### config.mk
export PLATFORM = sky130hd
export DESIGN_NAME = channel_b_output
export DESIGN_NICKNAME = d
export VERILOG_FILES = /design/src/channel_b_pkg.sv /design/src/channel_b_divider_core.sv /design/src/channel_b_output.sv
export SDC_FILE = /design/constraint.sdc
export NUM_CORES = 1
export LEC_CHECK = 0
export BUFFER_PORTS_ARGS = -buffer_cell sky130_fd_sc_hd__buf_2
export CORE_MARGIN = 3
export CORE_UTILIZATION = 50
export DETAILED_ROUTE_END_ITERATION = 8
export PLACE_DENSITY = 0.74
export REMOVE_ABC_BUFFERS = 1
export SETUP_SLACK_MARGIN = 0.2
export SLEW_MARGIN = 25
export SYNTH_ARGS = -nofsm -noshare
export SYNTH_HDL_FRONTEND = slang
export SYNTH_HIERARCHICAL = 1
export SYNTH_SLANG_ARGS = --single-unit
### constraint.sdc
create_clock -name i_clk -period 20 [get_ports i_clk]
set_input_delay 3 -clock i_clk [delete_from_list [all_inputs] [get_ports i_clk]]
set_output_delay 3 -clock i_clk [all_outputs]
set_load 0.05 [all_outputs]
### src/channel_b_pkg.sv
package channel_b_pkg;

    // ------------------------------------------------------------
    // Register indices (byte address is four times the index)
    // ------------------------------------------------------------
    localparam logic [13:0] IDX_OUTPUT_SETTINGS = 14'h043b;
    localparam logic [13:0] IDX_RATIO_LOW = 14'h043c;
    localparam logic [13:0] IDX_RATIO_HIGH = 14'h043d;
    localparam logic [13:0] IDX_START_PHASE = 14'h043e;

    // ------------------------------------------------------------
    // Field layout
    // ------------------------------------------------------------
    localparam int RATIO_W = 10;
    localparam int PHASE_W = 6;
    localparam int MODE_W = 2;
    localparam int INVERT_BIT = 0;
    localparam int MODE_LSB = 1;
    localparam int RATIO_HIGH_W = 2;

    // ------------------------------------------------------------
    // Reset values
    // ------------------------------------------------------------
    localparam logic [7:0] RST_OUTPUT_SETTINGS = 8'h00;
    localparam logic [7:0] RST_RATIO_LOW = 8'h00;
    localparam logic [1:0] RST_RATIO_HIGH = 2'h0;
    localparam logic [5:0] RST_START_PHASE = 6'h00;

    // ------------------------------------------------------------
    // Driver modes
    // ------------------------------------------------------------
    typedef enum logic [1:0] {
        DRIVE_14MA = 2'h0,
        DRIVE_21MA = 2'h1,
        DRIVE_28MA = 2'h2,
        DRIVE_OFF = 2'h3
    } drive_mode_e;

    // Channel output settings as one carrier
    typedef struct packed {
        drive_mode_e mode;
        logic invert;
    } out_settings_s;

    // Divider programming as one carrier
    typedef struct packed {
        logic [RATIO_W-1:0] ratio;
        logic [PHASE_W-1:0] phase;
    } div_cfg_s;

    // Sync state of the divider
    typedef enum logic {
        SYNC_STATIC = 1'b0,
        SYNC_RUN = 1'b1
    } sync_state_e;

endpackage : channel_b_pkg

### src/channel_b_divider_core.sv
`timescale 1ns/10ps
module channel_b_divider_core (
    input wire logic i_clk,
    input wire logic i_sys_rst,
    input wire logic i_half_tick,
    input wire logic i_load,
    input wire logic i_run,
    input wire channel_b_pkg::div_cfg_s i_cfg,
    output logic o_level
);

    // ------------------------------------------------------------
    // Half-period counter
    // ------------------------------------------------------------
    // Counts half periods of the prescaler clock; a full output period
    // is 2*(ratio+1) half steps, high for the first ratio+1 of them.
    logic [10:0] cnt_r;
    logic [9:0] ratio_r;
    logic [10:0] last_step;
    logic [11:0] period;
    logic [10:0] phase_start;

    assign last_step = {ratio_r, 1'b1};
    // Twelve bits: divide-by-1024 needs 2048 half steps, which wraps 11 bits
    assign period = {1'b0, i_cfg.ratio, 1'b0} + 12'h002;
    // Phase wraps inside one output period for small ratios
    assign phase_start = 11'(({6'h00, i_cfg.phase}) % period);

    // Ratio is captured only at a load so a live write cannot glitch
    always_ff @(posedge i_clk or posedge i_sys_rst) begin
        if (i_sys_rst) begin
            ratio_r <= 10'h000;
        end else if (i_load) begin
            ratio_r <= i_cfg.ratio;
        end
    end

    // Restart at the phase offset, then step each half period
    always_ff @(posedge i_clk or posedge i_sys_rst) begin
        if (i_sys_rst) begin
            cnt_r <= 11'h000;
        end else if (i_load) begin
            cnt_r <= phase_start;
        end else if (i_run && i_half_tick) begin
            cnt_r <= (cnt_r == last_step) ? 11'h000 : cnt_r + 11'h001;
        end
    end

    // Output level; held low while i_run is low (static sync state without the mask)
    always_ff @(posedge i_clk or posedge i_sys_rst) begin
        if (i_sys_rst) begin
            o_level <= 1'b0;
        end else if (!i_run) begin
            o_level <= 1'b0;
        end else begin
            o_level <= (cnt_r <= {1'b0, ratio_r});
        end
    end

endmodule : channel_b_divider_core

### src/channel_b_output.sv
`timescale 1ns/10ps
module channel_b_output (
    input wire logic i_clk,
    input wire logic i_sys_rst,
    input wire logic i_psel,
    input wire logic i_penable,
    input wire logic i_pwrite,
    input wire logic [15:0] i_paddr,
    input wire logic [31:0] i_pwdata,
    output logic [31:0] o_prdata,
    output logic o_pready,
    output logic o_pslverr,
    input wire logic i_prescaler_half_tick,
    input wire logic i_sync_event,
    input wire logic i_sync_mask,
    output logic o_clk_out,
    output logic o_clk_out_oe,
    output logic [1:0] o_drive_mode,
    output logic o_driver_power_down,
    output logic o_divider_running
);

    // ------------------------------------------------------------
    // Register file
    // ------------------------------------------------------------
    channel_b_pkg::out_settings_s settings_r;
    logic [7:0] ratio_low_r;
    logic [1:0] ratio_high_r;
    logic [5:0] phase_r;

    logic [13:0] index;
    logic aligned;
    logic hit_settings;
    logic hit_low;
    logic hit_high;
    logic hit_phase;
    logic mapped;
    logic access;
    logic wr_en;

    assign index = i_paddr[15:2];
    assign aligned = (i_paddr[1:0] == 2'h0);
    assign hit_settings = aligned && (index == channel_b_pkg::IDX_OUTPUT_SETTINGS);
    assign hit_low = aligned && (index == channel_b_pkg::IDX_RATIO_LOW);
    assign hit_high = aligned && (index == channel_b_pkg::IDX_RATIO_HIGH);
    assign hit_phase = aligned && (index == channel_b_pkg::IDX_START_PHASE);
    assign mapped = hit_settings | hit_low | hit_high | hit_phase;
    // One wait state: the answer comes on the second access cycle
    assign access = i_psel && i_penable && !o_pready;
    assign wr_en = access && i_pwrite;

    // Output settings register
    always_ff @(posedge i_clk or posedge i_sys_rst) begin
        if (i_sys_rst) begin
            settings_r <= channel_b_pkg::out_settings_s'(
                channel_b_pkg::RST_OUTPUT_SETTINGS[2:0]);
        end else if (wr_en && hit_settings) begin
            settings_r.invert <= i_pwdata[channel_b_pkg::INVERT_BIT];
            settings_r.mode <= channel_b_pkg::drive_mode_e'(
                i_pwdata[channel_b_pkg::MODE_LSB +: channel_b_pkg::MODE_W]);
        end
    end

    // Ratio low byte
    always_ff @(posedge i_clk or posedge i_sys_rst) begin
        if (i_sys_rst) begin
            ratio_low_r <= channel_b_pkg::RST_RATIO_LOW;
        end else if (wr_en && hit_low) begin
            ratio_low_r <= i_pwdata[7:0];
        end
    end

    // Ratio top bits
    always_ff @(posedge i_clk or posedge i_sys_rst) begin
        if (i_sys_rst) begin
            ratio_high_r <= channel_b_pkg::RST_RATIO_HIGH;
        end else if (wr_en && hit_high) begin
            ratio_high_r <= i_pwdata[channel_b_pkg::RATIO_HIGH_W-1:0];
        end
    end

    // Start phase
    always_ff @(posedge i_clk or posedge i_sys_rst) begin
        if (i_sys_rst) begin
            phase_r <= channel_b_pkg::RST_START_PHASE;
        end else if (wr_en && hit_phase) begin
            phase_r <= i_pwdata[channel_b_pkg::PHASE_W-1:0];
        end
    end

    // ------------------------------------------------------------
    // APB answer
    // ------------------------------------------------------------
    // Reserved bits read as zero
    logic [31:0] rd_nxt;

    always_comb begin
        rd_nxt = 32'h0000_0000;
        if (hit_settings) begin
            rd_nxt[2:0] = settings_r;
        end else if (hit_low) begin
            rd_nxt[7:0] = ratio_low_r;
        end else if (hit_high) begin
            rd_nxt[1:0] = ratio_high_r;
        end else if (hit_phase) begin
            rd_nxt[5:0] = phase_r;
        end
    end

    // Ready, read data and error for one cycle
    always_ff @(posedge i_clk or posedge i_sys_rst) begin
        if (i_sys_rst) begin
            o_pready <= 1'b0;
            o_prdata <= 32'h0000_0000;
            o_pslverr <= 1'b0;
        end else begin
            o_pready <= access;
            o_prdata <= (access && !i_pwrite) ? rd_nxt : 32'h0000_0000;
            o_pslverr <= access && !mapped;
        end
    end

    // ------------------------------------------------------------
    // Sync control
    // ------------------------------------------------------------
    channel_b_pkg::sync_state_e state_r;
    channel_b_pkg::sync_state_e state_nxt;
    logic accept_sync;
    logic load;
    logic run;

    // A masked channel never sees a sync event
    assign accept_sync = i_sync_event && !i_sync_mask;

    always_comb begin
        case (state_r)
            channel_b_pkg::SYNC_STATIC: begin
                state_nxt = (accept_sync || i_sync_mask) ?
                    channel_b_pkg::SYNC_RUN : channel_b_pkg::SYNC_STATIC;
            end
            channel_b_pkg::SYNC_RUN: begin
                state_nxt = channel_b_pkg::SYNC_RUN;
            end
            default: begin
                state_nxt = channel_b_pkg::SYNC_STATIC;
            end
        endcase
    end

    // Static after reset until the first sync or the mask
    always_ff @(posedge i_clk or posedge i_sys_rst) begin
        if (i_sys_rst) begin
            state_r <= channel_b_pkg::SYNC_STATIC;
        end else begin
            state_r <= state_nxt;
        end
    end

    // Mask releases without waiting for a registered state: the load
    // and run terms see it in the same cycle
    assign load = accept_sync ||
        (state_r == channel_b_pkg::SYNC_STATIC && i_sync_mask);
    assign run = (state_r == channel_b_pkg::SYNC_RUN) || i_sync_mask;

    // ------------------------------------------------------------
    // Divider
    // ------------------------------------------------------------
    channel_b_pkg::div_cfg_s cfg;
    logic level;

    assign cfg.ratio = {ratio_high_r, ratio_low_r};
    assign cfg.phase = phase_r;

    channel_b_divider_core u_core (
        .i_clk(i_clk),
        .i_sys_rst(i_sys_rst),
        .i_half_tick(i_prescaler_half_tick),
        .i_load(load),
        .i_run(run),
        .i_cfg(cfg),
        .o_level(level)
    );

    // ------------------------------------------------------------
    // Output stage
    // ------------------------------------------------------------
    logic power_down;

    assign power_down = (settings_r.mode == channel_b_pkg::DRIVE_OFF);

    // Powered-down driver is held quiet as well as released
    always_ff @(posedge i_clk or posedge i_sys_rst) begin
        if (i_sys_rst) begin
            o_clk_out <= 1'b0;
            o_clk_out_oe <= 1'b0;
            o_drive_mode <= 2'h0;
            o_driver_power_down <= 1'b0;
            o_divider_running <= 1'b0;
        end else begin
            o_clk_out <= power_down ? 1'b0 : (level ^ settings_r.invert);
            o_clk_out_oe <= !power_down;
            o_drive_mode <= settings_r.mode;
            o_driver_power_down <= power_down;
            o_divider_running <= run;
        end
    end

endmodule : channel_b_output

==> results of run 1 <==
-- through the flow --
stage / cell area, um2 / setup WS [ns] / instances / utilization [%]
after floorplan: 6530 / 4.85 / 778 / -
after global placement: 7030 / 3.34 / 1004 / 54.6
after detailed placement: 7030 / 3.20 / 1004 / 54.6
after CTS: 7340 / 3.14 / 1020 / 57.0
after global routing: 7340 / 1.63 / 1020 / 57.0
final: 7340 / 2.95 / 1020 / 57.0
-- cell usage after synthesis (all sizes together) (14+ instances only) --
cell type   n
a21o       14
a21oi      56
and3       16
buf        31
dfrtp      58
ha         81
inv        40
mux2       31
nand2      57
nand3      17
nor2       57
nor3       25
o21a       15
o21ai      45
xnor2      38
xor2       21
-- flip-flops by register name (all words and copies together) (netlist names) --
signal               cells
settings_r               3
o_clk_out                1
ratio_high_r             2
o_driver_power_down      1
o_divider_running        1
o_prdata                 8
state_r                  1
u_core/o_level           1
o_clk_out_oe             1
u_core/ratio_r          10
u_core/cnt_r            11
o_drive_mode             2
ratio_low_r              8
phase_r                  6
o_pready                 1
o_pslverr                1
-- placed cells by master, fill, tap and decap left out, drive strengths merged, types with 8 or more instances in the layout --
cell type	synthesis	routed
ha	81	81
dfrtp	58	58
nor2	57	57
nand2	57	57
a21oi	56	56
buf	31	54
o21ai	45	45
inv	40	40
xnor2	38	38
mux2	31	31
conb	2	30
nor3	25	25
xor2	21	21
nand3	17	17
and3	16	16
o21a	15	15
a21o	14	14
nand2b	13	13
clkbuf	13	12
nor3b	11	11
o211ai	11	11
mux2i	11	11
a31oi	10	10
nand4	10	10
nor2b	8	8
-- worst max-delay path, delay by kind of cell, from the launching register on --
kind / cells / cell delay (ns)
adders and majority gates: 10 / 3.27
DFF: 1 / 0.56
muxes: 1 / 0.36
AOI/OAI and AO/OA: 28 / 7.62
xor gates and xnor gates: 1 / 0.16
and+or+nand+nor: 20 / 4.31
buffers and inverters: 3 / 0.61
-- final cells by class --
type,count,area share (%)
clock buffer,12,3.50
clock inverter,4,0.682
inverter,40,2.05
multi-input combinational,680,67.1
sequential,58,19.8
tap,172,2.93
timing repair buffer,54,3.92
-- kinds of logic (layout without fill, tap and decap cells) --
| family | count (synthesis) | count (layout) | synth area share [%] |
|---|---|---|---|
| other cells | 2 | 30 | 0.112 |
| fa+ha+maj | 81 | 81 | 15.1 |
| buf+inv | 84 | 110 | 6.37 |
| compound gates | 210 | 210 | 21.2 |
| xor+xnor | 59 | 59 | 7.72 |
| mux | 42 | 42 | 6.91 |
| simple gates | 258 | 258 | 20.9 |
| flops | 58 | 58 | 21.7 |
-- final timing paths --
check | depth (start not counted) | from | end
min in group asynchronous | 2 | i_sys_rst | state_r
worst max register to register | 63 | ratio_low_r[1] | u_core/cnt_r[10]
worst max-delay path | 63 | ratio_low_r[1] | u_core/cnt_r[10]
worst min-delay path | 0 | settings_r[2] | o_drive_mode[1]
worst min register to register | 0 | settings_r[2] | o_drive_mode[1]
max in group asynchronous | 2 | i_sys_rst | u_core/ratio_r[9]
-- per-layer routing --
metal  vias up  share of wire, %  global-route usage [%]
met5         -                 0                       0
met4         0              0.87                    3.92
met3        15               4.3                    3.90
met2       116                46                    37.0
met1      2846                49                    32.6
li1       2990                 -                       -
==> metrics.txt, run 1 <==
All-Layer GR Usage 22.9%; Die H 122 um; # rows 41; RSZ-0062 raised after global routing false; Hold Path Class flop to flop; Post-CTS Setup Bufs 0; Critical Path End Type flop; Routed Antenna Nets 0; WS Path Type flop to flop; post-synthesis sequential area ratio 21.7%; DR vias 5967; Synth area leaders dfrtp_1 22%, ha_1 15%, xnor2_1 5.0%, a21oi_1 4.2%, o21ai_0 3.3%; Yosys warning total 6; global-route wire length before repair 27.5 mm; Worst Path Required 20.21 ns; Critical Path Start Type flop; Multi-input gate area 4930 um2; library cells used by synthesis 82; WL/cell 16.3 um; Cells after Synth 794; number of global-route vias before repair 5598; Clock Latency Late Sink 0.32 ns; Synth Register Bits 58; HPWL Detailed 12.7 mm; synthesized area 6700 um2; initial antenna violation count 0; Via density 5.85; reg2reg setup slack 2.95 ns; largest net degree at the start of global routing 35; Pre-Repair DR Iteration Count 5; CTS sink count 58; FFs w/ async S/R, synth 100%; number of flops mapped to enable cells by yosys 0; DRT iter0 DRCs 375; Synth top area share 21.7%; peak fanout along the critical path 16; Clock transition at path regs 0.05 ns; die area 14800 um2; Setup Viol. Count Final 0; CTS H-tree depth 3; core area 12900 um2; worst path arrival time 17.25 ns; Min Clock Period, post-route 17.05 ns; TritonCTS clock tree yes; quantity of gates resized following cts 0; Slew Limit Fails 0; final hold violation count 0; GR Overflow Total 0; io pins 96; Syn Area/Cell 8.43 um2; gp weighted congestion 0.870; Synth area leader dfrtp_1; TritonCTS buffer count 9; crit path max-delay cell type a311oi_2; worst hold slack 0.429 ns; ratio of cells with drive above 1 in the final layout 12.4%; Tcrit/Tclk final 85.2%; top_reg_cell synth dfrtp_1; Clock Skew 0.00928 ns; fmax 58.7 MHz; Worst-Margin Slew 0.930 ns; port bufs 47; Max stage delay on crit path 0.67 ns; DRC Markers 0; Rel. slew slack 37.8%; setup TNS 0 ns; FF/Latch Area 1450 um2; Layout area overhead 9.59%; hold buffer count at cts 0; max_cap viols 0; most frequent CP cell ha_1; drt total wl 16.6 mm; chip width 122 um; Ant. Diodes 0; outcome finished clean; Clock Tree Buf Depth 2; Starting Density 52.0%; # fillers 1166; CTS Root Buffer Type clkbuf_16; Total Nets Final 980
Power of run 1 is left out: the tool's default activity adds up to more than one toggle a clock period on the data nets, which glitch-free logic cannot reach.
==> run 2: changes to the inputs <==
--- a/config.mk
+++ b/config.mk
@@ -6,10 +6,12 @@
 export NUM_CORES = 1
 export LEC_CHECK = 0
 export BUFFER_PORTS_ARGS = -buffer_cell sky130_fd_sc_hd__buf_2
+export CELL_PAD_IN_SITES_DETAIL_PLACEMENT = 1
+export CELL_PAD_IN_SITES_GLOBAL_PLACEMENT = 1
 export CORE_MARGIN = 3
-export CORE_UTILIZATION = 50
+export CORE_UTILIZATION = 45
 export DETAILED_ROUTE_END_ITERATION = 8
-export PLACE_DENSITY = 0.74
+export PLACE_DENSITY = 0.86
 export REMOVE_ABC_BUFFERS = 1
 export SETUP_SLACK_MARGIN = 0.2
 export SLEW_MARGIN = 25
==> run 2 against run 1 <==
First-iteration DRC count rose by 13%. Worst setup slack got worse by 0.39 ns. Die area rose by 11%. Hold slack improved by 0.015 ns. Global-route usage rose by 3.0 points. Non-clock buffer count did not move. Sequential share of layout area rose by 0.068 points. Clock-buffer cell count did not move. Clock skew fell by 0.0036 ns. Design area fell by 0.34%. Maximum frequency fell by 2.2%. Register-to-register slack got worse by 0.39 ns. Largest cell class unchanged.
==> metrics.txt, run 2 (same netlist as run 1, synthesis figures left out) <==
outcome finished clean; Setup Viol. Count Final 0 (unchanged); DR vias 6308 (+5.7%); Hold Path Class flop to flop; Starting Density 47.1% (-4.9 points); peak fanout along the critical path 16 (unchanged); most frequent CP cell ha_1; Routed Antenna Nets 0 (unchanged); CTS Root Buffer Type clkbuf_16; DRT iter0 DRCs 424 (+13%); final hold violation count 0 (unchanged); Post-CTS Setup Bufs 0 (unchanged); initial antenna violation count 0 (unchanged); gp weighted congestion 0.841 (-3.4%); Total Nets Final 980 (unchanged); max_cap viols 0 (unchanged); CTS H-tree depth 3 (unchanged); commonest non-fill, non-tap cell in the layout ha_1; largest net degree at the start of global routing 35 (unchanged); RSZ-0062 raised after global routing false; quantity of gates resized following cts 0 (unchanged); Min Clock Period, post-route 17.44 ns (+0.387 ns); drt total wl 20.8 mm (+25%); # fillers 1757 (+51%); hold buffer count at cts 0 (unchanged); ratio of cells with drive above 1 in the final layout 12.3% (-0.10 points); # rows 43 (+4.9%); Slew Limit Fails 0 (unchanged); number of global-route vias before repair 6529 (+17%); CTS sink count 58 (unchanged); port bufs 47 (unchanged); crit path max-delay cell type a311oi_2; All-Layer GR Usage 25.9% (+3.0 points); Clock Tree Buf Depth 2 (unchanged); fmax 57.4 MHz (-2.2%); most frequent cells in the layout 81 x ha_1, 58 x dfrtp_1, 57 x nor2_1; chip width 128 um (+5.1%); Worst Path Required 20.19 ns (-0.02 ns); Rel. slew slack 36.4% (-1.4 points); Die H 128 um (+5.1%); core area 14200 um2 (+10%); WS Path Type flop to flop; TritonCTS buffer count 9 (unchanged); Ant. Diodes 0 (unchanged); Clock transition at path regs 0.05 ns (about the same); Layout area overhead 9.21%; TritonCTS clock tree yes; global-route wire length before repair 34.1 mm (+24%); Max stage delay on crit path 0.61 ns (-0.06 ns); HPWL Detailed 15.7 mm (+24%); Pre-Repair DR Iteration Count 5 (unchanged); Biggest register u_core/cnt_r; WL/cell 20.3 um (+24%); DRC Markers 0 (unchanged); worst path arrival time 17.62 ns (+0.37 ns); Critical Path Start Type flop; top flop regs u_core/cnt_r (11), u_core/ratio_r (10); die area 16400 um2 (+11%); Via density 6.14 (+5.0%); GR Overflow Total 0 (unchanged); Clock Latency Late Sink 0.33 ns (about the same); Largest register FFs 11 (unchanged); setup TNS 0 ns (unchanged); Clock Skew 0.00573 ns (-0.00355 ns); io pins 96 (unchanged); Tcrit/Tclk final 87.2% (+1.9 points); Worst-Margin Slew 0.950 ns (+0.0204 ns); Critical Path End Type flop
-- run 2: cell count changes in the layout (fill, tap and decap cells not counted), sizes merged --
| cell | before | now |
|---|---|---|
| clkinv | 1 | 3 |
| clkinvlp | 2 | 0 |
| bufinv | 1 | 0 |
-- run 2: worst max-delay path, delay by kind of cell, from the launching register on --
| family | cells | cell delay, ns |
|---|---|---|
| AO/OA/AOI/OAI | 28 | 7.34 |
| AND/OR/NAND/NOR | 21 | 4.39 |
| adder cells (fa/ha/maj) | 10 | 3.34 |
| buffers and inverters | 3 | 0.82 |
| multiplexers | 2 | 0.66 |
| flip-flops | 1 | 0.55 |
| XOR/XNOR | 1 | 0.19 |
-- run 2: per-stage QoR --
stage / util [%] / hold slack (ns) / setup slack, ns / area (um2) / std cells
after floorplan: - / 0.391 / 4.85 / 6530 / 778
after global placement: 49.6 / 0.423 / 3.21 / 7040 / 1012
after detailed placement: 49.6 / 0.418 / 2.98 / 7040 / 1012
after CTS: 51.5 / 0.438 / 2.75 / 7310 / 1027
after global routing: 51.5 / 0.465 / 1.36 / 7310 / 1027
final: 51.5 / 0.444 / 2.56 / 7310 / 1027
-- run 2: path summary, 6_finish.rpt --
| path | from | to | slack (ns) | cells past startpoint |
|---|---|---|---|---|
| min in group asynchronous | i_sys_rst | state_r | 2.56 | 2 |
| max in group asynchronous | i_sys_rst | u_core/cnt_r[2] | 16.53 | 2 |
| hold reg to reg | settings_r[1] | o_drive_mode[0] | 0.44 | 0 |
| setup / recovery | ratio_low_r[0] | u_core/cnt_r[2] | 2.56 | 65 |
| hold / removal | settings_r[1] | o_drive_mode[0] | 0.44 | 0 |
| setup reg to reg | ratio_low_r[0] | u_core/cnt_r[2] | 2.56 | 65 |
-- run 2: routing by layer --
layer  GRT usage (%)  vias up  wire length [um]
li1                -     2983                 -
met1            33.9     3128              9320
met2            44.7      157             10300
met3            3.58       40               786
met4            7.37        0               433
met5               0        -                 0
-- run 2: final cells by class --
cell class	count	area [um2]	share of cell area, %
inverters	40	150	2.05
well taps	180	225	3.08
clock buffers	12	256	3.51
clock inverters	3	15.0	0.205
multi-input cells	680	4930	67.4
repair buffers	54	288	3.93
flip-flops and latches	58	1450	19.8
Power of run 2 is left out for the same reason.
==> run 3: changes to the inputs <==
--- a/config.mk
+++ b/config.mk
@@ -9,9 +9,10 @@
 export CELL_PAD_IN_SITES_DETAIL_PLACEMENT = 1
 export CELL_PAD_IN_SITES_GLOBAL_PLACEMENT = 1
 export CORE_MARGIN = 3
-export CORE_UTILIZATION = 45
+export CORE_UTILIZATION = 40
 export DETAILED_ROUTE_END_ITERATION = 8
-export PLACE_DENSITY = 0.86
+export MAX_ROUTING_LAYER = met4
+export PLACE_DENSITY = 0.81
 export REMOVE_ABC_BUFFERS = 1
 export SETUP_SLACK_MARGIN = 0.2
 export SLEW_MARGIN = 25
==> constraint.sdc (replaced) <==
create_clock -name i_clk -period 15.1 [get_ports i_clk]
set_input_delay 2.265 -clock i_clk [delete_from_list [all_inputs] [get_ports i_clk]]
set_output_delay 2.265 -clock i_clk [all_outputs]
set_load 0.05 [all_outputs]
==> run 3 against run 2 <==
Flip-flop and latch count unchanged. Via count rose by 5.5%. Worst setup slack worse by 2.1 ns. Non-clock buffer count increased by 59. Clock skew grew 0.0069 ns. Die area rose by 12%. Critical path depth is 1 higher. Register-to-register slack worse by 2.1 ns. Critical endpoint is now u_core/cnt_r[4].
==> metrics.txt, run 3 (same netlist as run 1, synthesis figures left out) <==
global-route wire length before repair 35.4 mm (+3.9%); die area 18300 um2 (+12%); DRT iter0 DRCs 342 (-19%); TritonCTS buffer count 9 (unchanged); Crit Reg-Reg Startpoint ratio_low_r[0]; Worst-Margin Slew 0.905 ns (-0.0451 ns); port bufs 47 (unchanged); final worst setup slack 0.492 ns (-2.07 ns); peak fanout along the critical path 15 (-1); Total Nets Final 1039 (+6.0%); fmax 68.5 MHz (+19%); Setup Viol. Count Final 0 (unchanged); Max stage delay on crit path 0.54 ns (-0.07 ns); Via density 5.93 (-3.5%); # rows 46 (+7.0%); hold buffer count at cts 0 (unchanged); Pre-Repair DR Iteration Count 4 (-1); Buf/Inv on CP 9 (+6); commonest non-fill, non-tap cell in the layout ha_1; drt total wl 23.7 mm (+14%); Worst Path Required 15.29 ns (-4.90 ns); Multi-input gate area 5310 um2 (+7.7%); Ant. Diodes 0 (unchanged); ratio of cells with drive above 1 in the final layout 24.5% (+12 points); # fillers 1933 (+10%); Clock Latency Late Sink 0.34 ns (about the same); CTS sink count 58 (unchanged); Tcrit/Tclk final 96.7% (+9.6 points); Hold Path Class flop to flop; Rel. slew slack 39.6% (+3.2 points); crit path max-delay cell type or4_4; io pins 96 (unchanged); Starting Density 41.6% (-5.6 points); most frequent CP cell ha_1; initial antenna violation count 0 (unchanged); HPWL Detailed 16.2 mm (+3.0%); FF/Latch Area 1450 um2 (about the same); Hold Path End o_drive_mode[0]; Biggest register u_core/cnt_r; Critical Path Start Type flop; Clock Skew 0.0126 ns (+0.00686 ns); hold depth 0 (unchanged); Slew Limit Fails 0 (unchanged); hold path start settings_r[1]; outcome finished clean; final hold violation count 0 (unchanged); WS Path Type flop to flop; chip width 135 um (+5.8%); All-Layer GR Usage 24.8% (-1.1 points); Layout area overhead 23.2%; CTS H-tree depth 3 (unchanged); DR vias 6655 (+5.5%); Clock transition at path regs 0.06 ns (about the same); largest net degree at the start of global routing 37 (+5.7%); DRC Markers 0 (unchanged); pre-CTS setup slack -0.394 ns (-3.38 ns); reg2reg setup slack 0.49 ns (-2.07 ns); top flop regs u_core/cnt_r (11), u_core/ratio_r (10); Worst Reg2Reg Path Length in Cells 66 (+1.5%); TritonCTS clock tree yes; Die H 135 um (+5.8%); most frequent cells in the layout 66 x ha_1, 64 x buf_4, 57 x dfrtp_1; Clock Tree Buf Depth 2 (unchanged); number of global-route vias before repair 6733 (+3.1%); GR Overflow Total 0 (unchanged); worst reg2reg path endpoint u_core/cnt_r[4]; kind of cell adding the most delay to the critical path compound AO/OA/AOI/OAI gates; Routed Antenna Nets 0 (unchanged); WL/cell 21.1 um (+4.1%); Min Clock Period, post-route 14.61 ns (-2.83 ns); worst path arrival time 14.80 ns (-2.82 ns); gp weighted congestion 0.912 (+8.5%); core area 16100 um2 (+13%); Largest register FFs 11 (unchanged); Critical Path End Type flop; max_cap viols 0 (unchanged); CTS Root Buffer Type clkbuf_16
## run 3: timing repair
item                                    CTS  global route
endpoints found under the setup margin   10            10
buffers inserted                          3            29
gates resized for setup                  13            62
pin swaps                                 3            39
## run 3: through the flow
step           cells  area (um2)  hold WS [ns]  setup TNS [ns]  util [%]
6_report        1123        8250         0.465               0      51.2
3_3_place_gp    1075        7290         0.418           -1.04      45.2
2_1_floorplan    778        6530         0.391         -0.0478         -
3_5_place_dp    1075        7290         0.430           -2.95      45.2
5_1_grt         1123        8250         0.489          -0.381      51.2
4_1_cts         1094        7710         0.472               0      47.9
## run 3: worst max-delay path by stage
stage	endpoint	slack, ns	depth (start not counted)	start
after global placement	u_core/cnt_r[10]	-0.21	66	ratio_low_r[0]
after global routing	u_core/cnt_r[4]	-0.11	70	ratio_low_r[0]
final	u_core/cnt_r[4]	0.49	66	ratio_low_r[0]
after detailed placement	u_core/cnt_r[10]	-0.39	66	ratio_low_r[0]
after floorplan	u_core/cnt_r[10]	-0.05	59	ratio_low_r[0]
after CTS	u_core/cnt_r[2]	0.21	64	ratio_low_r[0]
## run 3: per-layer routing
metal  wire length [um]  GRT usage (%)
met1              10100           30.7
met2              12100           42.6
met3                919           3.97
met4                531           5.88
met5                  0              -
## run 3: layout make-up
class                   instances  area share, %
clock buffers                  11           2.82
clock inverters                 5           1.24
inverters                      40           1.82
multi-input cells             680           64.4
flip-flops and latches         58           17.6
well taps                     216           3.28
repair buffers                113           8.87
Power of run 3 is left out for the same reason.
